[config.mk]
export PLATFORM = sky130hd
export DESIGN_NAME = mcirq_top
export DESIGN_NICKNAME = d
export VERILOG_FILES = /design/src/inc/mcirq_pkg.sv /design/src/rtl/mcirq_event_sampler.sv /design/src/rtl/mcirq_mask_reg.sv /design/src/rtl/mcirq_top.sv
export SDC_FILE = /design/constraint.sdc
export NUM_CORES = 1
export LEC_CHECK = 0
export ABC_AREA = 1
export BUFFER_PORTS_ARGS = -buffer_cell sky130_fd_sc_hd__buf_2
export CORE_ASPECT_RATIO = 0.75
export CORE_UTILIZATION = 45
export CTS_BUF_LIST = sky130_fd_sc_hd__clkbuf_2 sky130_fd_sc_hd__clkbuf_4 sky130_fd_sc_hd__clkbuf_8
export DETAILED_ROUTE_END_ITERATION = 16
export PLACE_DENSITY = 0.67
export REMOVE_ABC_BUFFERS = 1
export SLEW_MARGIN = 25
export SYNTH_ARGS = -nofsm -noshare
export SYNTH_HDL_FRONTEND = slang
export SYNTH_SLANG_ARGS = --single-unit
[constraint.sdc]
create_clock -name clk -period 4.6 [get_ports clk]
set_clock_uncertainty 0.2 [all_clocks]
set_input_delay 0.92 -clock clk [delete_from_list [all_inputs] [get_ports clk]]
set_output_delay 0.92 -clock clk [all_outputs]
set_load 0.01 [all_outputs]
[src/inc/mcirq_pkg.sv]
/*
  Constants, types and helpers shared by the MAC channel interrupt
  status and mask block.
  Assumes a 32-bit Avalon-MM register port with byte addresses.
*/
`default_nettype none

package mcirq_pkg;

  // ==========================================================
  // Sizes
  localparam int unsigned MCIRQ_CHANNELS = 8;
  localparam int unsigned MCIRQ_DATA_W = 32;
  localparam int unsigned MCIRQ_ADDR_W = 8;

  // ==========================================================
  // Register byte offsets
  localparam logic [7:0] MCIRQ_OFS_TX_RAW = 8'h00;
  localparam logic [7:0] MCIRQ_OFS_TX_MASKED = 8'h04;
  localparam logic [7:0] MCIRQ_OFS_TX_MASK_SET = 8'h08;
  localparam logic [7:0] MCIRQ_OFS_TX_MASK_CLEAR = 8'h0C;
  localparam logic [7:0] MCIRQ_OFS_RX_RAW = 8'h10;
  localparam logic [7:0] MCIRQ_OFS_RX_MASKED = 8'h14;
  localparam logic [7:0] MCIRQ_OFS_RX_MASK_SET = 8'h18;
  localparam logic [7:0] MCIRQ_OFS_RX_MASK_CLEAR = 8'h1C;
  localparam logic [7:0] MCIRQ_OFS_SOURCE_VECTOR = 8'h20;
  localparam logic [7:0] MCIRQ_OFS_EVT_STATUS = 8'h24;
  localparam logic [7:0] MCIRQ_OFS_EVT_MASK = 8'h28;

  // ==========================================================
  // Source vector field positions
  localparam int unsigned MCIRQ_BIT_USER = 31;
  localparam int unsigned MCIRQ_BIT_LINK = 30;
  localparam int unsigned MCIRQ_BIT_HOST = 17;
  localparam int unsigned MCIRQ_BIT_STAT = 16;
  localparam int unsigned MCIRQ_RX_LSB = 8;
  localparam int unsigned MCIRQ_TX_LSB = 0;
  localparam logic [31:0] MCIRQ_VECTOR_USED = 32'hC003FFFF;

  // ==========================================================
  // Reset values
  localparam logic [31:0] MCIRQ_RST_WORD = 32'h00000000;
  localparam logic [7:0] MCIRQ_RST_MASK = 8'h00;

  // ==========================================================
  // Bus handshake states, Gray along idle -> ack -> idle
  typedef enum logic [1:0] {
    MCIRQ_ST_IDLE = 2'b00,
    MCIRQ_ST_ACK = 2'b01
  } mcirq_state_t;

  // Byte enables widened to a bit mask
  function automatic logic [31:0] mcirq_lane_mask(input logic [3:0] be);
    mcirq_lane_mask = {{8{be[3]}}, {8{be[2]}}, {8{be[1]}}, {8{be[0]}}};
  endfunction : mcirq_lane_mask

endpackage : mcirq_pkg

`default_nettype wire

[src/rtl/mcirq_event_sampler.sv]
/*
  Registers the pending source vector and flags rising edges.
  Assumes pending inputs are synchronous to clk.
*/
`timescale 1ns/1ns
`default_nettype none

module mcirq_event_sampler
  import mcirq_pkg::*;
(
  input wire logic clk,
  input wire logic rst,
  input wire logic [31:0] level_in,
  output logic [31:0] level,
  output logic [31:0] rise
);

  logic [31:0] prev;
  logic [31:0] next_level;
  logic [31:0] next_prev;

  // ==========================================================
  // Sample and remember previous sample
  always_comb
  begin
    next_level = level_in;
    next_prev = level;
    rise = level & ~prev;
  end

  always_ff @(posedge clk)
  begin
    if (rst)
    begin
      level <= MCIRQ_RST_WORD;
      prev <= MCIRQ_RST_WORD;
    end
    else
    begin
      level <= next_level;
      prev <= next_prev;
    end
  end

endmodule : mcirq_event_sampler

`default_nettype wire

[src/rtl/mcirq_mask_reg.sv]
/*
  Per-channel interrupt mask with write-one-to-set and
  write-one-to-clear strobes.
  Assumes set and clear strobes are one-cycle pulses.
*/
`timescale 1ns/1ns
`default_nettype none

module mcirq_mask_reg
  import mcirq_pkg::*;
(
  input wire logic clk,
  input wire logic rst,
  input wire logic [7:0] set_bits,
  input wire logic [7:0] clear_bits,
  output logic [7:0] mask
);

  logic [7:0] next_mask;

  // ==========================================================
  // Ones set or clear, zeros keep
  always_comb
  begin
    next_mask = (mask | set_bits) & ~clear_bits;
  end

  always_ff @(posedge clk)
  begin
    if (rst)
    begin
      mask <= MCIRQ_RST_MASK;
    end
    else
    begin
      mask <= next_mask;
    end
  end

endmodule : mcirq_mask_reg

`default_nettype wire

[src/rtl/mcirq_top.sv]
/*
  MAC channel interrupt status and mask block: per-channel masks for
  eight transmit and eight receive channels, raw and masked status,
  the combined source vector and a summary event interrupt.
  Assumes an Avalon-MM master with waitrequest on clk and synchronous
  pending inputs.
*/
// The implementer's own choices: register access over Avalon-MM and the placing of the registers.
`timescale 1ns/1ns
`default_nettype none

module mcirq_top
  import mcirq_pkg::*;
(
  input wire logic clk,
  input wire logic rst,
  input wire logic [7:0] avs_address,
  input wire logic avs_read,
  input wire logic avs_write,
  input wire logic [31:0] avs_writedata,
  input wire logic [3:0] avs_byteenable,
  output logic [31:0] avs_readdata,
  output logic avs_waitrequest,
  input wire logic [7:0] tx_pending_vector,
  input wire logic [7:0] rx_pending_vector,
  input wire logic host_error_pending,
  input wire logic statistics_pending,
  input wire logic mgmt_user_irq_pending,
  input wire logic mgmt_link_change_pending,
  output logic [7:0] tx_channel_irq,
  output logic [7:0] rx_channel_irq,
  output logic irq
);

  // ==========================================================
  // Declarations
  mcirq_state_t state;
  mcirq_state_t next_state;
  logic [31:0] next_readdata;
  logic next_waitrequest;

  logic [31:0] source_in;
  logic [31:0] irq_source_vector;
  logic [31:0] source_rise;

  logic [7:0] tx_irq_status_raw;
  logic [7:0] rx_irq_status_raw;
  logic [7:0] tx_irq_status_masked;
  logic [7:0] rx_irq_status_masked;
  logic [7:0] tx_channel_mask_bit;
  logic [7:0] rx_channel_mask_bit;

  logic [7:0] tx_mask_set_strobe;
  logic [7:0] tx_mask_clear_strobe;
  logic [7:0] rx_mask_set_strobe;
  logic [7:0] rx_mask_clear_strobe;

  logic [31:0] evt_status;
  logic [31:0] evt_mask;
  logic [31:0] next_evt_status;
  logic [31:0] next_evt_mask;
  logic [31:0] evt_clear;
  logic [31:0] evt_mask_wr;
  logic evt_mask_we;

  logic [7:0] next_tx_channel_irq;
  logic [7:0] next_rx_channel_irq;
  logic next_irq;

  logic [31:0] wr_lanes;
  logic [31:0] wr_bits;
  logic wr_commit;

  // ==========================================================
  // Source vector assembly
  always_comb
  begin
    source_in = MCIRQ_RST_WORD;
    source_in[MCIRQ_BIT_USER] = mgmt_user_irq_pending;
    source_in[MCIRQ_BIT_LINK] = mgmt_link_change_pending;
    source_in[MCIRQ_BIT_HOST] = host_error_pending;
    source_in[MCIRQ_BIT_STAT] = statistics_pending;
    source_in[MCIRQ_RX_LSB +: 8] = rx_pending_vector;
    source_in[MCIRQ_TX_LSB +: 8] = tx_pending_vector;
  end

  // Registered vector, zero after reset, bits 29..18 stay zero
  mcirq_event_sampler u_sampler (
    .clk(clk),
    .rst(rst),
    .level_in(source_in),
    .level(irq_source_vector),
    .rise(source_rise)
  );

  // ==========================================================
  // Raw and masked channel status
  always_comb
  begin
    tx_irq_status_raw = irq_source_vector[MCIRQ_TX_LSB +: 8];
    rx_irq_status_raw = irq_source_vector[MCIRQ_RX_LSB +: 8];
    tx_irq_status_masked = tx_irq_status_raw & tx_channel_mask_bit;
    rx_irq_status_masked = rx_irq_status_raw & rx_channel_mask_bit;
  end

  // ==========================================================
  // Write strobes, active in the ack cycle while waitrequest is low
  always_comb
  begin
    wr_commit = (state == MCIRQ_ST_ACK) && avs_write;
    wr_lanes = mcirq_lane_mask(avs_byteenable);
    wr_bits = avs_writedata & wr_lanes;
    tx_mask_set_strobe = 8'h00;
    tx_mask_clear_strobe = 8'h00;
    rx_mask_set_strobe = 8'h00;
    rx_mask_clear_strobe = 8'h00;
    evt_clear = MCIRQ_RST_WORD;
    evt_mask_we = 1'b0;
    evt_mask_wr = evt_mask;
    if (wr_commit)
    begin
      if (avs_address == MCIRQ_OFS_TX_MASK_SET)
      begin
        tx_mask_set_strobe = wr_bits[7:0];
      end
      else if (avs_address == MCIRQ_OFS_TX_MASK_CLEAR)
      begin
        tx_mask_clear_strobe = wr_bits[7:0];
      end
      else if (avs_address == MCIRQ_OFS_RX_MASK_SET)
      begin
        rx_mask_set_strobe = wr_bits[7:0];
      end
      else if (avs_address == MCIRQ_OFS_RX_MASK_CLEAR)
      begin
        rx_mask_clear_strobe = wr_bits[7:0];
      end
      else if (avs_address == MCIRQ_OFS_EVT_STATUS)
      begin
        evt_clear = wr_bits;
      end
      else if (avs_address == MCIRQ_OFS_EVT_MASK)
      begin
        evt_mask_we = 1'b1;
        evt_mask_wr = ((evt_mask & ~wr_lanes) | wr_bits) & MCIRQ_VECTOR_USED;
      end
    end
  end

  // ==========================================================
  // Channel masks
  mcirq_mask_reg u_tx_mask (
    .clk(clk),
    .rst(rst),
    .set_bits(tx_mask_set_strobe),
    .clear_bits(tx_mask_clear_strobe),
    .mask(tx_channel_mask_bit)
  );

  mcirq_mask_reg u_rx_mask (
    .clk(clk),
    .rst(rst),
    .set_bits(rx_mask_set_strobe),
    .clear_bits(rx_mask_clear_strobe),
    .mask(rx_channel_mask_bit)
  );

  // ==========================================================
  // Sticky events, a new edge wins over a clear
  always_comb
  begin
    next_evt_status = (evt_status & ~evt_clear)
      | (source_rise & MCIRQ_VECTOR_USED);
    next_evt_mask = evt_mask_we ? evt_mask_wr : evt_mask;
    next_irq = |(evt_status & evt_mask);
  end

  always_ff @(posedge clk)
  begin
    if (rst)
    begin
      evt_status <= MCIRQ_RST_WORD;
      evt_mask <= MCIRQ_RST_WORD;
      irq <= 1'b0;
    end
    else
    begin
      evt_status <= next_evt_status;
      evt_mask <= next_evt_mask;
      irq <= next_irq;
    end
  end

  // ==========================================================
  // Channel interrupt outputs
  always_comb
  begin
    next_tx_channel_irq = tx_irq_status_masked;
    next_rx_channel_irq = rx_irq_status_masked;
  end

  always_ff @(posedge clk)
  begin
    if (rst)
    begin
      tx_channel_irq <= MCIRQ_RST_MASK;
      rx_channel_irq <= MCIRQ_RST_MASK;
    end
    else
    begin
      tx_channel_irq <= next_tx_channel_irq;
      rx_channel_irq <= next_rx_channel_irq;
    end
  end

  // ==========================================================
  // Bus handshake: take request in idle, answer one cycle later
  always_comb
  begin
    next_state = state;
    next_waitrequest = 1'b1;
    next_readdata = avs_readdata;
    case (state)
      MCIRQ_ST_IDLE:
      begin
        if (avs_read || avs_write)
        begin
          next_state = MCIRQ_ST_ACK;
          next_waitrequest = 1'b0;
          next_readdata = MCIRQ_RST_WORD;
          if (avs_read)
          begin
            if (avs_address == MCIRQ_OFS_TX_RAW)
            begin
              next_readdata[7:0] = tx_irq_status_raw;
            end
            else if (avs_address == MCIRQ_OFS_TX_MASKED)
            begin
              next_readdata[7:0] = tx_irq_status_masked;
            end
            else if (avs_address == MCIRQ_OFS_TX_MASK_SET ||
                     avs_address == MCIRQ_OFS_TX_MASK_CLEAR)
            begin
              next_readdata[7:0] = tx_channel_mask_bit;
            end
            else if (avs_address == MCIRQ_OFS_RX_RAW)
            begin
              next_readdata[7:0] = rx_irq_status_raw;
            end
            else if (avs_address == MCIRQ_OFS_RX_MASKED)
            begin
              next_readdata[7:0] = rx_irq_status_masked;
            end
            else if (avs_address == MCIRQ_OFS_RX_MASK_SET ||
                     avs_address == MCIRQ_OFS_RX_MASK_CLEAR)
            begin
              next_readdata[7:0] = rx_channel_mask_bit;
            end
            else if (avs_address == MCIRQ_OFS_SOURCE_VECTOR)
            begin
              next_readdata = irq_source_vector;
            end
            else if (avs_address == MCIRQ_OFS_EVT_STATUS)
            begin
              next_readdata = evt_status;
            end
            else if (avs_address == MCIRQ_OFS_EVT_MASK)
            begin
              next_readdata = evt_mask;
            end
          end
        end
      end
      MCIRQ_ST_ACK:
      begin
        next_state = MCIRQ_ST_IDLE;
        next_waitrequest = 1'b1;
      end
      default:
      begin
        next_state = MCIRQ_ST_IDLE;
        next_waitrequest = 1'b1;
      end
    endcase
  end

  always_ff @(posedge clk)
  begin
    if (rst)
    begin
      state <= MCIRQ_ST_IDLE;
      avs_waitrequest <= 1'b1;
      avs_readdata <= MCIRQ_RST_WORD;
    end
    else
    begin
      state <= next_state;
      avs_waitrequest <= next_waitrequest;
      avs_readdata <= next_readdata;
    end
  end

endmodule : mcirq_top

`default_nettype wire

==> qor.csv <==
metric,value,unit
final instance area,7680,um2
worst reg2reg endpoint,evt_status[16],
max cap viols,0,
actual slew at the worst max-slew pin,856,ps
die area,15000,um2
initial antenna violation count,0,
Synth Flop Type,dfxtp_1,
Worst path top cell family by delay,simple AND/OR/NAND/NOR gates,
final core utilization,0.550,
vias in the first global route,5705,
CTS Sinks,159,
Longest Clk Path Bufs,2,
Post-synth EDFFs,0,
Avg Inst Size Synth,7.44,um2
die height,106,um
clk root buf,clkbuf_8,
Peak VDD IR,0.000180,V
WP buf/inv,3,
Rows,37,
final wirelength,18.6,mm
sequential fraction of the synthesis area,0.486,
Nets,1055,
worst r2r path cells,5,
worst-path cell chain,buf_2 > inv_1 > nand2_2 > nor2_2 > nand2_1 > inv_2 > nand2_1 > nand2_1 > nand3_1 > nand2_1 > nand3_1 > nand2_1 > a21oi_2,
synthesized cell area,6550,um2
DP Area,7260,um2
endpoints failing setup,0,
most frequent cells after synthesis,"189 x nand2_1, 159 x dfxtp_1, 110 x nor2_1",
"Distinct cells, synth",34,
initial drt markers,541,
DP HPWL,12.8,mm
synthesis warning total,0,
post-CTS resize count,0,
Crit Path Max Fanout,20,
Diodes inserted,0,
IO Pins,118,
most frequent CP cell,nand2_1,
Synth area leader,dfxtp_1,
Crit Path Class,input port to register,
"count leader, synth",nand2_1,
outcome,finished clean,
number of vias per cell,5.21,
Final ANT Viol Nets,0,
share of cells above drive strength 1,0.210,
wire length of the first global-routing pass,30.0,mm
ys async rst share,0,
GRT overflow,0,
Max Slew Vio Count,0,
PD cells,353,nW/um2
total core area,14000,um2
Remaining DRCs,0,
Wirelength per Cell,15.6,um
r2r setup slk,2410,ps
WP data required,4700,ps
Area Growth Syn to Fin,17.3,%
Initial Util,0.468,
Max-slew headroom,0.428,
first-pass detailed-route iteration total,7,
routed vias,6216,
Cells after Synth,880,
Worst path max stage delay,670,ps
hold path start,u_sampler.prev[7],
Clock transition at path regs,80,ps
RSZ-0062 raised after global routing,no,
Setup crit end kind,register,
fmax,321,MHz
GRT Total Usage,0.262,
Worst Hold Class,register to register,
min cycle time layout,3110,ps
Yosys top cell area share,0.486,
CP max-delay cell,nand2_1,
"Period Utilization, post-route",0.676,
Worst Path Arrival,3210,ps
CTS tree,built,
largest net degree at the start of global routing,74,
Worst-Skew Late Latency,450,ps
Routability Congestion,0.881,
critical path launch point type,input port,
Hold Path Sink,evt_status[7],
H-Tree Depth,4,
die width,141,um
worst hold stages,1,
endpoints failing hold,0,
Yosys reg bits,159,
reg2reg start,state[0],
hold buffers post-CTS,0,
postcts setup bufs,0,
IO Port Bufs,117,
setup TNS,0,ps
LEAKAGE,3.35,nW
TritonCTS Buffers,17,
ranking of synthesized cells by area,"dfxtp_1 49%, nand2_1 11%, nor2_1 6.3%, nand3_1 5.3%, inv_1 5.2%",
worst max path at each step:
stage                    from          endpoint  slack (ps)  cells after the start
5_1_grt        avs_address[6]   avs_readdata[0]        1320                     13
3_3_place_gp   avs_address[6]   avs_readdata[0]        1230                     13
6_report       avs_address[6]   avs_readdata[0]        1490                     13
3_5_place_dp   avs_address[6]   avs_readdata[0]        1140                     13
2_1_floorplan        avs_read  avs_readdata[11]        1690                      4
4_1_cts        avs_address[6]   avs_readdata[0]        1590                     13
power by group:
part	switching [mW]	total (mW)	internal (mW)
clock network	0.516	1.12	0.604
logic	0.114	0.167	0.0527
registers	0.0216	1.43	1.41
placed cells by master, fill, tap and decap left out, types with 4 or more instances in the layout:
master / instances
o22ai_1: 16
bufinv_16: 4
a21oi_2: 8
dfxtp_1: 159
o31ai_1: 5
nand3_1: 69
o21ai_0: 44
nor2_2: 8
buf_2: 116
nor2_4: 7
a31oi_1: 24
inv_1: 89
inv_2: 17
clkbuf_8: 17
o21ai_1: 13
a21oi_1: 51
nand2_1: 189
nor2_1: 110
nand2_4: 5
buf_4: 6
o211ai_1: 8
per-stage QoR:
step	worst slack, ps	power, mW	cells	hold slack (ps)
detailed placement	1140	1.62	1163	218
floorplan	1690	1.53	846	208
finish	1490	2.72	1194	230
global placement	1230	1.62	1163	212
CTS	1590	2.73	1194	229
global route	1320	2.82	1194	234
routing by layer:
layer	track usage	share of wire	wire [um]
met1	0.385	0.49	9170
met3	0.0550	0.080	1490
met2	0.377	0.41	7700
met5	0	0	0
met4	0.0846	0.014	266
worst register-to-register path, cell delays in order (launching register included):
cell	delay, ps
dfxtp_1	360
nand2_1	380
nor2_2	740
nand3_1	140
a21oi_1	170
nor2_1	60
cell type report:
type | instances | area (um2)
Fill cell | 1410 | 6300
Sequential cell | 159 | 3180
Multi-Input combinational cell | 581 | 2810
Timing Repair Buffer | 122 | 626
Inverter | 106 | 398
Clock buffer | 20 | 256
Tap cell | 195 | 244
Clock inverter | 11 | 166
cells by family (layout without fill, tap and decap cells):
family          Yosys count  after routing  share of synthesized area
compound gates          179            179                      0.160
buf+inv                 140            259                     0.0856
flops                   159            159                      0.486
simple gates            402            402                      0.268
Note: power is estimated with default switching activity, not from simulation.
